==> src/hdl/pwrmc_pkg.sv <==
/*
 * Package for the power-mode control block: register addresses, bit
 * positions, reset values and the power state enumeration.
 * Assumes an 8-bit special-function register bus with byte addresses.
 */
package pwrmc_pkg;
	// ****************************************************************
	// Register map
	// ****************************************************************
	localparam logic [7:0] PWRMC_ADDR_POWER_CONTROL  = 8'h87;
	localparam logic [7:0] PWRMC_RST_POWER_CONTROL   = 8'h00;
	localparam logic [7:0] PWRMC_ADDR_INT_OSC_CTRL   = 8'hb2;
	localparam logic [7:0] PWRMC_RST_INT_OSC_CTRL    = 8'h00;

	// ****************************************************************
	// Field positions
	// ****************************************************************
	localparam int PWRMC_BIT_IDLE    = 0;
	localparam int PWRMC_BIT_STOP    = 1;
	localparam int PWRMC_FLAGS_LSB   = 2;
	localparam int PWRMC_FLAGS_MSB   = 7;
	localparam int PWRMC_BIT_SUSPEND = 5;

	// Reset vector for the core after any reset
	localparam logic [15:0] PWRMC_RESET_VECTOR = 16'h0000;

	// ****************************************************************
	// Power states
	// ****************************************************************
	typedef enum logic [1:0] {
		PWRMC_RUN,
		PWRMC_IDLE,
		PWRMC_STOP,
		PWRMC_SUSPEND
	} pwrmc_state_e;
endpackage

==> src/hdl/pwrmc_sync.sv <==
/*
 * Two-flop synchroniser for one level.
 * Assumes the input comes from outside the i_clk domain.
 */
`timescale 1ns/1ns
module pwrmc_sync (
	// Clock and reset
	input  wire logic i_clk,
	input  wire logic i_rst_n,
	// Level in and out
	input  wire logic i_async,
	output logic      o_sync
);
	logic stage1;

	// First stage feeds only the second stage
	always_ff @(posedge i_clk or negedge i_rst_n) begin
		if (!i_rst_n) begin
			stage1 <= 1'b0;
			o_sync <= 1'b0;
		end else begin
			stage1 <= i_async;
			o_sync <= stage1;
		end
	end
endmodule // pwrmc_sync

==> src/hdl/pwrmc_top.sv <==
/*
 * Power-mode control: power control register, suspend bit of the internal
 * oscillator control register, and the idle/stop/suspend state machine.
 * Assumes a single-cycle SFR write/read port from the core, an
 * instruction-complete strobe, and an asynchronous USB resume level.
 */
// How it works
// [RQ1] Setting suspend bit stops HF oscillator and enters suspend after instruction completes.
// [RQ2] Suspend leaves all registers and memory untouched.
// [RQ3] Core keeps running in suspend unless clocked from the HF oscillator.
// [RQ4] USB resume or any reset ends suspend.
// [RQ5] Non-reset wake restarts HF oscillator; execution continues at next instruction.
// [RQ6] Wake configured as interrupt is serviced on waking.
// [RQ7] Reset ends suspend; normal reset sequence, fetch from 0x0000.
// [RQ8] Power control register at 0x87 on all pages, resets to zero.
// [RQ9] Bits 7:2 are software flags without hardware effect.
// [RQ10] Writing 1 to bit 1 enters stop mode, oscillator stopped.
// [RQ11] Writing 1 to bit 0 gates only the core clock.
// [RQ12] Stop and idle bits always read zero.
// [RQ13] Idle ends on enabled interrupt or reset.
// [RQ14] Stop ends only through reset.
// [RQ15] USB resume synchronised before it clears suspend.
`timescale 1ns/1ns
module pwrmc_top
	import pwrmc_pkg::*;
(
	// Clock and reset
	input  wire logic        i_clk,
	input  wire logic        i_rst_n,
	// SFR port
	input  wire logic [7:0]  i_sfr_addr,
	input  wire logic        i_sfr_wr,
	input  wire logic [7:0]  i_sfr_wdata,
	output logic      [7:0]  o_sfr_rdata,
	output logic             o_sfr_hit,
	// Core interface
	input  wire logic        i_instr_done,
	input  wire logic        i_irq_pending,
	input  wire logic        i_sysclk_is_hfosc,
	input  wire logic        i_resume_irq_en,
	// USB resume detector (asynchronous)
	input  wire logic        i_usb_resume,
	// Power control outputs
	output logic             o_hfosc_en,
	output logic             o_cpu_clk_en,
	output logic             o_periph_clk_en,
	output logic             o_resume_irq,
	output logic [15:0]      o_reset_vector,
	output logic [1:0]       o_state
);
	// ****************************************************************
	// Storage
	// ****************************************************************
	logic [5:0]   general_flags;
	logic [7:0]   internal_osc_control;
	logic         idle_req;
	logic         stop_req;
	logic         susp_req;
	logic         resume_sync;
	pwrmc_state_e state;
	pwrmc_state_e next_state;

	// Decode used for both read and write paths
	function automatic logic is_addr(input logic [7:0] a, input logic [7:0] r);
		return a == r;
	endfunction

	logic wr_pwr_ctl;
	logic wr_osc;
	assign wr_pwr_ctl = i_sfr_wr && is_addr(i_sfr_addr, PWRMC_ADDR_POWER_CONTROL); // [RQ8]
	assign wr_osc  = i_sfr_wr && is_addr(i_sfr_addr, PWRMC_ADDR_INT_OSC_CTRL);

	// Resume crosses in through two flops before anything looks at it
	pwrmc_sync u_resume_sync (
		.i_clk   (i_clk),
		.i_rst_n (i_rst_n),
		.i_async (i_usb_resume),
		.o_sync  (resume_sync)
	); // [RQ15]

	// ****************************************************************
	// Register writes
	// ****************************************************************
	// Flags are plain storage; nothing else reads them
	always_ff @(posedge i_clk or negedge i_rst_n) begin
		if (!i_rst_n) begin
			general_flags <= PWRMC_RST_POWER_CONTROL[PWRMC_FLAGS_MSB:PWRMC_FLAGS_LSB]; // [RQ8]
		end else if (wr_pwr_ctl) begin
			general_flags <= i_sfr_wdata[PWRMC_FLAGS_MSB:PWRMC_FLAGS_LSB]; // [RQ9]
		end
	end

	// Suspend bit self-clears on wake; other bits held across suspend
	always_ff @(posedge i_clk or negedge i_rst_n) begin
		if (!i_rst_n) begin
			internal_osc_control <= PWRMC_RST_INT_OSC_CTRL; // [RQ7]
		end else if (wr_osc) begin
			internal_osc_control <= i_sfr_wdata;
		end else if (state == PWRMC_SUSPEND && resume_sync) begin
			internal_osc_control[PWRMC_BIT_SUSPEND] <= 1'b0; // [RQ4]
		end
	end

	// Mode requests wait for the setting instruction to complete
	always_ff @(posedge i_clk or negedge i_rst_n) begin
		if (!i_rst_n) begin
			idle_req <= 1'b0;
			stop_req <= 1'b0;
			susp_req <= 1'b0;
		end else begin
			if (wr_pwr_ctl && i_sfr_wdata[PWRMC_BIT_IDLE])
				idle_req <= 1'b1;
			else if (i_instr_done)
				idle_req <= 1'b0;
			if (wr_pwr_ctl && i_sfr_wdata[PWRMC_BIT_STOP])
				stop_req <= 1'b1;
			else if (i_instr_done)
				stop_req <= 1'b0;
			if (wr_osc && i_sfr_wdata[PWRMC_BIT_SUSPEND])
				susp_req <= 1'b1;
			else if (i_instr_done)
				susp_req <= 1'b0;
		end
	end

	// ****************************************************************
	// Power state machine
	// ****************************************************************
	// Stop has priority: it also halts the oscillator suspend would
	always_comb begin
		next_state = state;
		case (state)
			PWRMC_RUN: begin
				if (i_instr_done && stop_req)
					next_state = PWRMC_STOP; // [RQ10]
				else if (i_instr_done && idle_req)
					next_state = PWRMC_IDLE; // [RQ11]
				else if (i_instr_done && susp_req)
					next_state = PWRMC_SUSPEND; // [RQ1]
			end
			PWRMC_IDLE: begin
				if (i_irq_pending)
					next_state = PWRMC_RUN; // [RQ13]
			end
			PWRMC_STOP: begin
				next_state = PWRMC_STOP; // [RQ14]
			end
			PWRMC_SUSPEND: begin
				if (resume_sync)
					next_state = PWRMC_RUN; // [RQ4] [RQ5]
			end
			default: next_state = PWRMC_RUN;
		endcase
	end

	// Only reset leaves stop; reset returns every mode to run
	always_ff @(posedge i_clk or negedge i_rst_n) begin
		if (!i_rst_n)
			state <= PWRMC_RUN; // [RQ7]
		else
			state <= next_state;
	end

	// Wake interrupt pulse when resume ends suspend
	always_ff @(posedge i_clk or negedge i_rst_n) begin
		if (!i_rst_n)
			o_resume_irq <= 1'b0;
		else
			o_resume_irq <= (state == PWRMC_SUSPEND) && resume_sync && i_resume_irq_en; // [RQ6]
	end

	// ****************************************************************
	// Outputs
	// ****************************************************************
	// Core runs in suspend only on a clock other than the HF oscillator
	assign o_hfosc_en      = (state == PWRMC_RUN) || (state == PWRMC_IDLE); // [RQ1] [RQ5]
	assign o_cpu_clk_en    = (state == PWRMC_RUN) ||
	                         (state == PWRMC_SUSPEND && !i_sysclk_is_hfosc); // [RQ3] [RQ11]
	assign o_periph_clk_en = (state != PWRMC_STOP); // [RQ10] [RQ11]
	assign o_reset_vector  = PWRMC_RESET_VECTOR; // [RQ7]
	assign o_state         = state;

	// Mode bits read zero; mode changes touch no storage except the suspend bit cleared on wake
	assign o_sfr_hit   = is_addr(i_sfr_addr, PWRMC_ADDR_POWER_CONTROL) ||
	                     is_addr(i_sfr_addr, PWRMC_ADDR_INT_OSC_CTRL);
	always_comb begin
		o_sfr_rdata = 8'h00;
		if (is_addr(i_sfr_addr, PWRMC_ADDR_POWER_CONTROL))
			o_sfr_rdata = {general_flags, 2'b00}; // [RQ12] [RQ2]
		else if (is_addr(i_sfr_addr, PWRMC_ADDR_INT_OSC_CTRL))
			o_sfr_rdata = internal_osc_control;
	end

	// ****************************************************************
	// Checks
	// ****************************************************************
	property p_pwr_ctl_read_zero;
		@(posedge i_clk) disable iff (!i_rst_n)
		is_addr(i_sfr_addr, PWRMC_ADDR_POWER_CONTROL) |-> o_sfr_rdata[1:0] == 2'b00;
	endproperty
	a_pwr_ctl_read_zero: assert property (p_pwr_ctl_read_zero) else $error("mode bits read nonzero"); // [RQ12]

	property p_flags_store;
		@(posedge i_clk) disable iff (!i_rst_n)
		wr_pwr_ctl |=> general_flags == $past(i_sfr_wdata[PWRMC_FLAGS_MSB:PWRMC_FLAGS_LSB]);
	endproperty
	a_flags_store: assert property (p_flags_store) else $error("flags not stored"); // [RQ9]

	property p_susp_entry;
		@(posedge i_clk) disable iff (!i_rst_n)
		(state == PWRMC_RUN && susp_req && i_instr_done && !stop_req && !idle_req)
			|=> state == PWRMC_SUSPEND && !o_hfosc_en;
	endproperty
	a_susp_entry: assert property (p_susp_entry) else $error("suspend not entered"); // [RQ1]

	property p_susp_wake;
		@(posedge i_clk) disable iff (!i_rst_n)
		(state == PWRMC_SUSPEND && resume_sync) |=> state == PWRMC_RUN && o_hfosc_en;
	endproperty
	a_susp_wake: assert property (p_susp_wake) else $error("resume did not wake"); // [RQ4]

	property p_susp_cpu;
		@(posedge i_clk) disable iff (!i_rst_n)
		(state == PWRMC_SUSPEND && !i_sysclk_is_hfosc) |-> o_cpu_clk_en;
	endproperty
	a_susp_cpu: assert property (p_susp_cpu) else $error("cpu halted in suspend"); // [RQ3]

	property p_stop_hold;
		@(posedge i_clk) disable iff (!i_rst_n)
		state == PWRMC_STOP |=> state == PWRMC_STOP && !o_periph_clk_en;
	endproperty
	a_stop_hold: assert property (p_stop_hold) else $error("stop left without reset"); // [RQ14]

	property p_idle_clk;
		@(posedge i_clk) disable iff (!i_rst_n)
		state == PWRMC_IDLE |-> !o_cpu_clk_en && o_periph_clk_en;
	endproperty
	a_idle_clk: assert property (p_idle_clk) else $error("idle clock gating wrong"); // [RQ11]

	property p_idle_wake;
		@(posedge i_clk) disable iff (!i_rst_n)
		(state == PWRMC_IDLE && i_irq_pending) |=> state == PWRMC_RUN;
	endproperty
	a_idle_wake: assert property (p_idle_wake) else $error("interrupt did not end idle"); // [RQ13]

	property p_wake_irq;
		@(posedge i_clk) disable iff (!i_rst_n)
		(state == PWRMC_SUSPEND && resume_sync && i_resume_irq_en) |=> o_resume_irq;
	endproperty
	a_wake_irq: assert property (p_wake_irq) else $error("wake interrupt missing"); // [RQ6]

	c_suspend: cover property (@(posedge i_clk) disable iff (!i_rst_n)
		state == PWRMC_SUSPEND ##1 state == PWRMC_RUN);
	c_idle: cover property (@(posedge i_clk) disable iff (!i_rst_n)
		state == PWRMC_IDLE ##1 state == PWRMC_RUN);
	c_stop: cover property (@(posedge i_clk) disable iff (!i_rst_n) state == PWRMC_STOP);
endmodule // pwrmc_top

==> config.mk <==
export PLATFORM = sky130hd
export DESIGN_NAME = pwrmc_top
export DESIGN_NICKNAME = d
export VERILOG_FILES = /design/src/hdl/pwrmc_pkg.sv /design/src/hdl/pwrmc_sync.sv /design/src/hdl/pwrmc_top.sv
export SDC_FILE = /design/constraint.sdc
export NUM_CORES = 1
export LEC_CHECK = 0
export BUFFER_PORTS_ARGS = -buffer_cell sky130_fd_sc_hd__clkbuf_2
export CAP_MARGIN = 20
export CELL_PAD_IN_SITES_DETAIL_PLACEMENT = 0
export CELL_PAD_IN_SITES_GLOBAL_PLACEMENT = 1
export CORE_MARGIN = 1
export CORE_UTILIZATION = 38
export CTS_BUF_LIST = sky130_fd_sc_hd__clkbuf_4 sky130_fd_sc_hd__clkbuf_8
export DETAILED_ROUTE_END_ITERATION = 7
export PLACE_DENSITY_LB_ADDON = 0.05
export SLEW_MARGIN = 5
export SYNTH_ARGS = -nofsm -noshare
export SYNTH_HDL_FRONTEND = slang
export SYNTH_SLANG_ARGS = --single-unit
==> constraint.sdc <==
create_clock -name i_clk -period 1.73 [get_ports i_clk]
set_clock_uncertainty 0.2 [all_clocks]
set_input_delay 0.2595 -clock i_clk [delete_from_list [all_inputs] [get_ports i_clk]]
set_output_delay 0.2595 -clock i_clk [all_outputs]
set_load 0.01 [all_outputs]
Word-level counts from Yosys, hierarchy flattened
Index checks and enable logic that the tools add are counted.
{"block": "op_classes", "n_reduce_logical": 21, "n_eq_ne": 9, "mux": 14}
{"operator": "8-bit == test (second input constant)", "count": 2}
{"operator": "8-bit two-way mux", "count": 2}
{"operator": "1-bit logical AND", "count": 11}
{"operator": "2-bit two-way mux", "count": 5}
{"operator": "2-bit case mux with 4 select lines", "count": 1}
{"operator": "2-bit nonzero test", "count": 4}
{"operator": "1-bit two-way mux", "count": 6}
{"operator": "2-bit == test (second input constant)", "count": 2}
{"operator": "2-bit != test (second input constant)", "count": 2}
{"operator": "4-bit != test (second input constant)", "count": 1}
{"operator": "1-bit logical OR", "count": 3}
{"operator": "3-bit AND reduction", "count": 1}
{"operator": "2-bit by 1-bit == test with 1-bit output (second input constant)", "count": 1}
{"operator": "2-bit logical NOT", "count": 1}
{"operator": "2-bit by 1-bit != test with 1-bit output (second input constant)", "count": 1}
{"operator": "1-bit logical NOT", "count": 1}
{"block": "totals", "reg_bits": 22, "output_inout_bits": 31}

Logic depth before layout (Yosys ltp)
Gate-level depths: netlist (run 1).
{"block": "logic_depth", "word_depth": 5, "depth_mapped": 4, "ltp_nobuf": 3}

Hierarchy
From an unflattened synthesis (run 1), not the netlist that was laid out.
{"block": "unflattened", "hier_cells": 104, "area_unflattened_um2": 1163.6}
{"module": "pwrmc_top", "instances": 1, "area_each_um2": 1113.6, "cells_each": 102}
{"module": "pwrmc_sync", "instances": 1, "area_each_um2": 50.0, "cells_each": 2}

Worst setup path after synthesis (run 1)
No wires, ideal clock.
{"block": "synth_timing", "path_kind": "in2reg", "startpoint": "in i_sfr_addr[5]", "endpoint": "reg general_flags[0]", "setup_ns": 0.125, "arrival_ns": 1.052, "required_time_ns": 1.405, "slack_ns": 0.354, "n_path_buf": 1, "path_stages": 4, "path_cell_list": "and4bb_2 buf_6 nand3_4 mux2_2"}
{"block": "synth_via", "elab_chain_cells": 2}
{"element": "from (decl)", "line_no": "pwrmc_top.sv:31", "rtl": "input wire logic [7:0] i_sfr_addr,"}
{"element": "8-bit == test", "line_no": "pwrmc_top.sv:65", "rtl": "return a == r;"}
{"element": "1-bit logical AND", "line_no": "pwrmc_top.sv:70", "rtl": "assign wr_pwr_ctl = i_sfr_wr && is_addr(i_sfr_addr, PWRMC_ADDR_POWER_CONTROL);"}
{"element": "to (signal assigned)", "line_no": "pwrmc_top.sv:87", "rtl": "general_flags <= PWRMC_RST_POWER_CONTROL[PWRMC_FLAGS_MSB:PWRMC_FLAGS_LSB];"}
{"element": "to (signal assigned)", "line_no": "pwrmc_top.sv:89", "rtl": "general_flags <= i_sfr_wdata[PWRMC_FLAGS_MSB:PWRMC_FLAGS_LSB];"}
{"element": "to (decl)", "line_no": "pwrmc_top.sv:54", "rtl": "logic [5:0] general_flags;"}
No other way between the ends.
A chain may end at the register's enable or synchronous reset.

Final worst setup path (run 1)
{"block": "layout_timing", "startpoint": "reg state[1] (netlist: o_state[1])", "endpoint": "out o_cpu_clk_en"}
{"block": "layout_via", "elab_chain_cells": 3, "word_cells_on_any_way": 4}
{"element": "from (decl)", "line_no": "pwrmc_top.sv:60", "rtl": "pwrmc_state_e state;"}
{"element": "from (signal assigned)", "line_no": "pwrmc_top.sv:161", "rtl": "state <= next_state;"}
{"element": "2-bit == test", "line_no": "pwrmc_top.sv:178", "rtl": "(state == PWRMC_SUSPEND && !i_sysclk_is_hfosc);"}
{"element": "1-bit logical AND", "line_no": "pwrmc_top.sv:178"}
{"element": "1-bit logical OR *", "line_no": "pwrmc_top.sv:177", "rtl": "assign o_cpu_clk_en = (state == PWRMC_RUN) ||"}
{"element": "to (decl)", "line_no": "pwrmc_top.sv:45", "rtl": "output logic o_cpu_clk_en,"}
Mark *: on every way between the ends. The rest lies on a longest branch, timed or not.

==> flow_metrics.py, run 1 <==
metrics = {
    "cts": {
        "numCtsBuffers": 3,
        "cts_tree": "built",
        "clk_pin_slew_worst_paths_ns": 0.13,
        "clock-sinks": 22,
        "clock_path_buffers": 2,
        "insertion_delay_ns": 0.31,
        "ctsRootBufferMaster": "clkbuf_4",
        "htreeDepth": 1,
    },
    "critical_path": {
        "worst_r2r_startpoint": "idle_req$_DFFE_PN0P_",
        "cp_cell_sequence": "nor2_1, o21bai_1, clkbuf_2",
        "cp.arrival_ns": 1.18,
        "worstSetupEndpointType": "output port",
        "r2r-end": "idle_req$_DFFE_PN0P_",
        "worstSetupStartpointType": "flip-flop",
        "cp_slowest_stage_delay_ns": 0.46,
        "path_delay_family": "flip-flops",
        "r2r_setup_slack_ns": 0.33,
        "cp_num_buf_inv": 1,
        "path_class": "flip-flop to output port",
        "slowest_stage": "dfrtp_2",
        "worst_r2r_path_depth": 3,
        "path_max_fanout": 6,
        "worstPathRequired_ns": 1.27,
    },
    "synthesis": {
        "yosys_warnings": 0,
        "synthCells": 104,
        "synth_edf_count": 0,
        "synth_top_cell_by_area": "dfrtp_1",
        "ys_types": 24,
        "ys_ff_latch": 22,
        "synth_flop_cell": "dfrtp_1",
        "synth_area_um2": 1160,
        "yosysSeqAreaShare_pct": 47.3,
        "async_reset_ff_share_pct": 100,
        "netlist.area_leader.share_pct": 47.3,
        "synth_common_cells": "dfrtp_1, buf_4, mux2_2",
        "synth_most_common_cell": "dfrtp_1",
        "synth_area_per_cell_um2": 11.2,
        "yosys-top-cells-area": "dfrtp_1, mux2_2, buf_4",
    },
    "sta": {
        "hold_slack_ns": 0.148,
        "slew_headroom_pct": 65.0,
        "fin_crit_sh_pct": 94.5,
        "drv_slew": 0,
        "hold_violations": 0,
        "finalWorstSetupSlack_ns": 0.0946,
        "max_freq_mhz": 611,
        "rsz0062_at_grt": "false",
        "fin_tns_setup_ns": 0,
        "setup_violations": 0,
        "period_needed_ns": 1.64,
        "tightest_slew_ns": 0.526,
    },
    "finish": {
        "final_cells": 192,
        "drive_gt1_share_pct": 41.6,
        "nets": 186,
        "area_growth_pct": 32.2,
        "fin_util_pct": 54.4,
        "antennaDiodeCount": 0,
    },
    "floorplanning": {
        "die_w_um": 57.3,
        "pin_count": 55,
        "core_area_um2": 2830,
        "fp-row-count": 19,
        "die-area_um2": 3290,
        "initial_core_util_pct": 41.1,
        "dieHeight_um": 57.3,
    },
    "global_routing": {
        "gr-total-overflow": 0,
        "grt_use_total_pct": 15.4,
        "grt_pass1_wl_um": 3820,
        "grt_pass1_vias": 874,
        "grt_max_degree": 23,
        "antenna_found_initial": 0,
    },
    "place": {
        "gp_congestion": 0.713,
        "dpl_worst_slack_ns": 0.129,
        "port_buffers": 38,
        "dp_cells": 170,
        "dp_hpwl_um": 1640,
    },
    "min_path": {
        "hp-start": "i_sfr_wr",
        "min_path_cells": 3,
        "min_to": "internal_osc_control[5]$_DFFE_PN0P_",
        "hold_class": "primary input to flip-flop",
    },
    "detailed_routing": {
        "routed_wl_um": 2260,
        "drtPass1Iterations": 6,
        "drt_iter0_drc": 31,
        "drc_errors": 8,
        "viasPerCell": 4.72,
        "routedWlPerCell_um": 11.7,
        "ant_nets": 0,
        "dr_total_vias": 907,
    },
    "outcome": {
        "outcome": "finished with violations",
        "failed_checks": "design-rule violations",
    },
    "power_and_ir_drop": {
        "p_leak_nw": 0.811,
        "power_density_nw_per_um2": 747,
        "ir_drop_uv": 638,
    },
    "flow_run": {
        "max_cap_violations": 0,
    },
}
registers in the layout (all words and copies together) (netlist names):
name	cells
internal_osc_control	8
u_resume_sync.o_sync	1
stop_req	1
general_flags	6
o_state	2
susp_req	1
u_resume_sync.stage1	1
o_resume_irq	1
idle_req	1
area by class of cell:
type	count	area [µm²]
Tap cell	31	38.8
Timing Repair Buffer	57	370
Sequential cell	22	553
Fill cell	281	1290
Clock buffer	3	22.5
Multi-Input combinational cell	70	493
Clock inverter	1	30.0
Inverter	8	30.0
power breakdown:
part / internal (W) / leakage (nW) / switching (W) / total, W
sequential: 0.000542 / 0.292 / 0.0000200 / 0.000562
combinational: 0.000100 / 0.492 / 0.0000975 / 0.000198
clock: 0.000234 / 0.0279 / 0.000154 / 0.000388
total: 0.000877 / 0.811 / 0.000272 / 0.00115
per-layer routing:
metal | vias up | track usage, % | part of all wire, % | wire length, µm
li1 | 439 | - | - | -
met1 | 435 | 18.7 | 44 | 1000
met2 | 31 | 27.2 | 50 | 1130
met3 | 2 | 3.17 | 4.7 | 107
met4 | 0 | 5.23 | 0.67 | 15
met5 | - | 0 | 0 | 0
cell families after synthesis:
logic type | count (synthesis) | share of synthesized area (%)
multiplexers | 15 | 14.3
buffers and inverters | 27 | 15.2
flip-flops | 22 | 47.3
other | 1 | 0.322
AO/OA/AOI/OAI | 14 | 8.39
AND/OR/NAND/NOR | 25 | 14.5
worst max path at each step:
stage / cells after the start / to / start
after detailed placement: 5 / o_sfr_rdata[5] / i_sfr_addr[5]
after global placement: 5 / o_sfr_rdata[5] / i_sfr_addr[5]
after global routing: 3 / o_cpu_clk_en / o_state[1]$_DFFE_PN0P_
final: 3 / o_cpu_clk_en / o_state[1]$_DFFE_PN0P_
after CTS: 3 / o_cpu_clk_en / o_state[1]$_DFFE_PN0P_
after floorplan: 4 / general_flags[0]$_DFFE_PN0N_ / i_sfr_addr[5]
worst register-to-register path: stages (launching register included):
cell	delay [ns]
dfrtp_1	0.42
inv_1	0.06
o22ai_1	0.07
dlygate4sd3_1	0.55
metrics by stage:
stage | total power [W] | area, µm²
after global placement | 0.000724 | 1310
final | 0.00115 | 1540
after floorplan | 0.000678 | 1220
after detailed placement | 0.000728 | 1310
after CTS | 0.00114 | 1510
after global routing | 0.00121 | 1540
placed cells by master, fill, tap and decap left out, types with 3 or more instances in the layout:
cell type | synthesis | routed
clkbuf_4 | 0 | 3
dfrtp_1 | 22 | 20
buf_4 | 16 | 4
inv_1 | 8 | 8
mux2_2 | 13 | 13
nor2_1 | 10 | 10
a22oi_1 | 6 | 6
nand2_1 | 4 | 4
o22ai_1 | 3 | 3
conb_1 | 1 | 16
dlygate4sd3_1 | 0 | 15
clkbuf_2 | 0 | 38
timing repair:
action / CTS / global route
setup endpoints to repair: 0 / 1
hold buffers: 15 / 0
gates resized for setup: 0 / 2
setup buffers: 0 / 3
hold endpoints to repair: 40 / 0
Note: power is estimated with default switching activity, not from simulation.
==> run 2, diff against run 1 <==
==> constraint.sdc (replaced) <==
create_clock -name i_clk -period 1.9 [get_ports i_clk]
set_clock_uncertainty 0.2 [all_clocks]
set_input_delay 0.285 -clock i_clk [delete_from_list [all_inputs] [get_ports i_clk]]
set_output_delay 0.285 -clock i_clk [all_outputs]
set_load 0.01 [all_outputs]
==> flow_metrics.py, run 2 (synthesis gave the netlist of run 1 again) <==
metrics = {
    "outcome": {
        "outcome": "finished with violations",
        "failed_checks": "design-rule violations",
    },
    "sta": {
        "slew_headroom_pct": 64.4,
        "hold_violations": 0,
        "setup_violations": 0,
        "period_needed_ns": 1.71,
        "rsz0062_at_grt": "false",
        "fin_tns_setup_ns": 0,
        "drv_slew": 0,
        "tightest_slew_ns": 0.533,
        "fin_crit_sh_pct": 90.0,
        "max_freq_mhz": 585,
    },
    "global_routing": {
        "gr-total-overflow": 0,
        "grt_pass1_wl_um": 3480,
        "antenna_found_initial": 0,
        "grt_max_degree": 23,
        "grt_pass1_vias": 801,
        "grt_use_total_pct": 14.1,
    },
    "finish": {
        "antennaDiodeCount": 0,
        "drive_gt1_share_pct": 42.5,
        "fillerInstances": 269,
        "seq_area_um2": 551,
        "final_cell_mix": "clkbuf_2, dfrtp_1, conb_1",
        "final_cells": 177,
        "nets": 171,
        "area_growth_pct": 19.9,
        "regMostFlops": "internal_osc_control",
        "fin_util_pct": 49.3,
        "largest_reg_flops": 8,
        "final_common_cell": "clkbuf_2",
        "multi_input_area_um2": 493,
    },
    "cts": {
        "insertion_delay_ns": 0.30,
        "cts_tree": "built",
        "ctsRootBufferMaster": "clkbuf_4",
        "clk_pin_slew_worst_paths_ns": 0.12,
        "numCtsBuffers": 3,
        "htreeDepth": 1,
        "clock_path_buffers": 2,
        "clock-sinks": 22,
    },
    "floorplanning": {
        "core_area_um2": 2830,
        "pin_count": 55,
        "dieHeight_um": 57.3,
        "initial_core_util_pct": 41.1,
        "fp-row-count": 19,
        "die-area_um2": 3290,
        "die_w_um": 57.3,
    },
    "detailed_routing": {
        "drtPass1Iterations": 6,
        "routed_wl_um": 2110,
        "routedWlPerCell_um": 11.9,
        "ant_nets": 0,
        "drt_iter0_drc": 18,
        "viasPerCell": 4.79,
        "drc_errors": 8,
        "dr_total_vias": 848,
    },
    "power_and_ir_drop": {
        "p_leak_nw": 0.739,
        "ir_drop_uv": 560,
        "power_density_nw_per_um2": 722,
        "power.total_w": 0.00101,
    },
    "place": {
        "dp_hpwl_um": 1650,
        "port_buffers": 38,
        "gp_congestion": 0.716,
        "dp_cells": 169,
    },
    "critical_path": {
        "worstPathRequired_ns": 1.41,
        "path_class": "primary input to output port",
        "worst_r2r_path_depth": 3,
        "cp.arrival_ns": 1.22,
        "worstSetupEndpointType": "output port",
        "worstSetupStartpointType": "primary input",
        "path_max_fanout": 10,
    },
    "min_path": {
        "min_path_cells": 2,
        "hold_class": "primary input to flip-flop",
    },
    "flow_run": {
        "max_cap_violations": 0,
    },
}
[run 2: cell count changes in the layout (fill, tap and decap cells not counted)]
cell / change
buf_4: -4
and4bb_2: +1
dfrtp_2: -2
dfrtp_1: +2
dlygate4sd3_1: -11
and4bb_1: -1
[run 2: critical path: stages]
cell,delay (ns)
clkbuf_2,0.08
and4bb_2,0.45
a22oi_1,0.13
nor2_1,0.12
clkbuf_2,0.15
[run 2: repair_timing]
action,in CTS,in global routing
hold buffers,3,1
setup buffers,0,0
hold endpoints to repair,24,1
resized for setup,0,1
endpoints found under the setup margin,0,3
[run 2: worst paths after layout]
| check | to | slack (ns) | from |
|---|---|---|---|
| min reg2reg | u_resume_sync.o_sync$_DFF_PN0_ | 0.19 | u_resume_sync.stage1$_DFF_PN0_ |
| max | o_sfr_rdata[5] | 0.19 | i_sfr_addr[2] |
| max reg2reg | o_state[1]$_DFFE_PN0P_ | 0.72 | o_state[1]$_DFFE_PN0P_ |
| min in group asynchronous | o_resume_irq$_DFF_PN0_ | 0.28 | i_rst_n |
| max in group asynchronous | internal_osc_control[3]$_DFFE_PN0P_ | 0.86 | i_rst_n |
| min | general_flags[0]$_DFFE_PN0N_ | 0.02 | i_sfr_wdata[2] |
[run 2: per-stage QoR]
step,setup WS [ns],hold WS [ns],instance area [µm²]
after floorplan,0.493,-0.211,1220
after global placement,0.0684,0.0908,1300
after detailed placement,0.0647,0.0877,1300
after CTS,0.0614,0.00210,1390
after global routing,0.120,0.00714,1400
final,0.190,0.0162,1400
[run 2: cell type report]
type / count / area share (%)
repair buffers: 42 / 16.5
well taps: 31 / 2.78
multi-input cells: 70 / 35.3
flip-flops and latches: 22 / 39.5
clock buffers: 3 / 1.61
clock inverters: 1 / 2.15
inverters: 8 / 2.15
[run 2: power breakdown]
group	internal, W	switching [W]
combinational	0.0000651	0.0000786
clock	0.000213	0.000136
sequential	0.000493	0.0000211
total	0.000771	0.000236
[run 2: per-layer routing]
metal / vias up / GRT usage [%] / share of wire [%]
met5: - / 0 / 0
met4: 0 / 2.09 / 0.66
met3: 2 / 5.44 / 6.9
met2: 34 / 22.5 / 47
met1: 402 / 18.7 / 46
li1: 410 / - / -
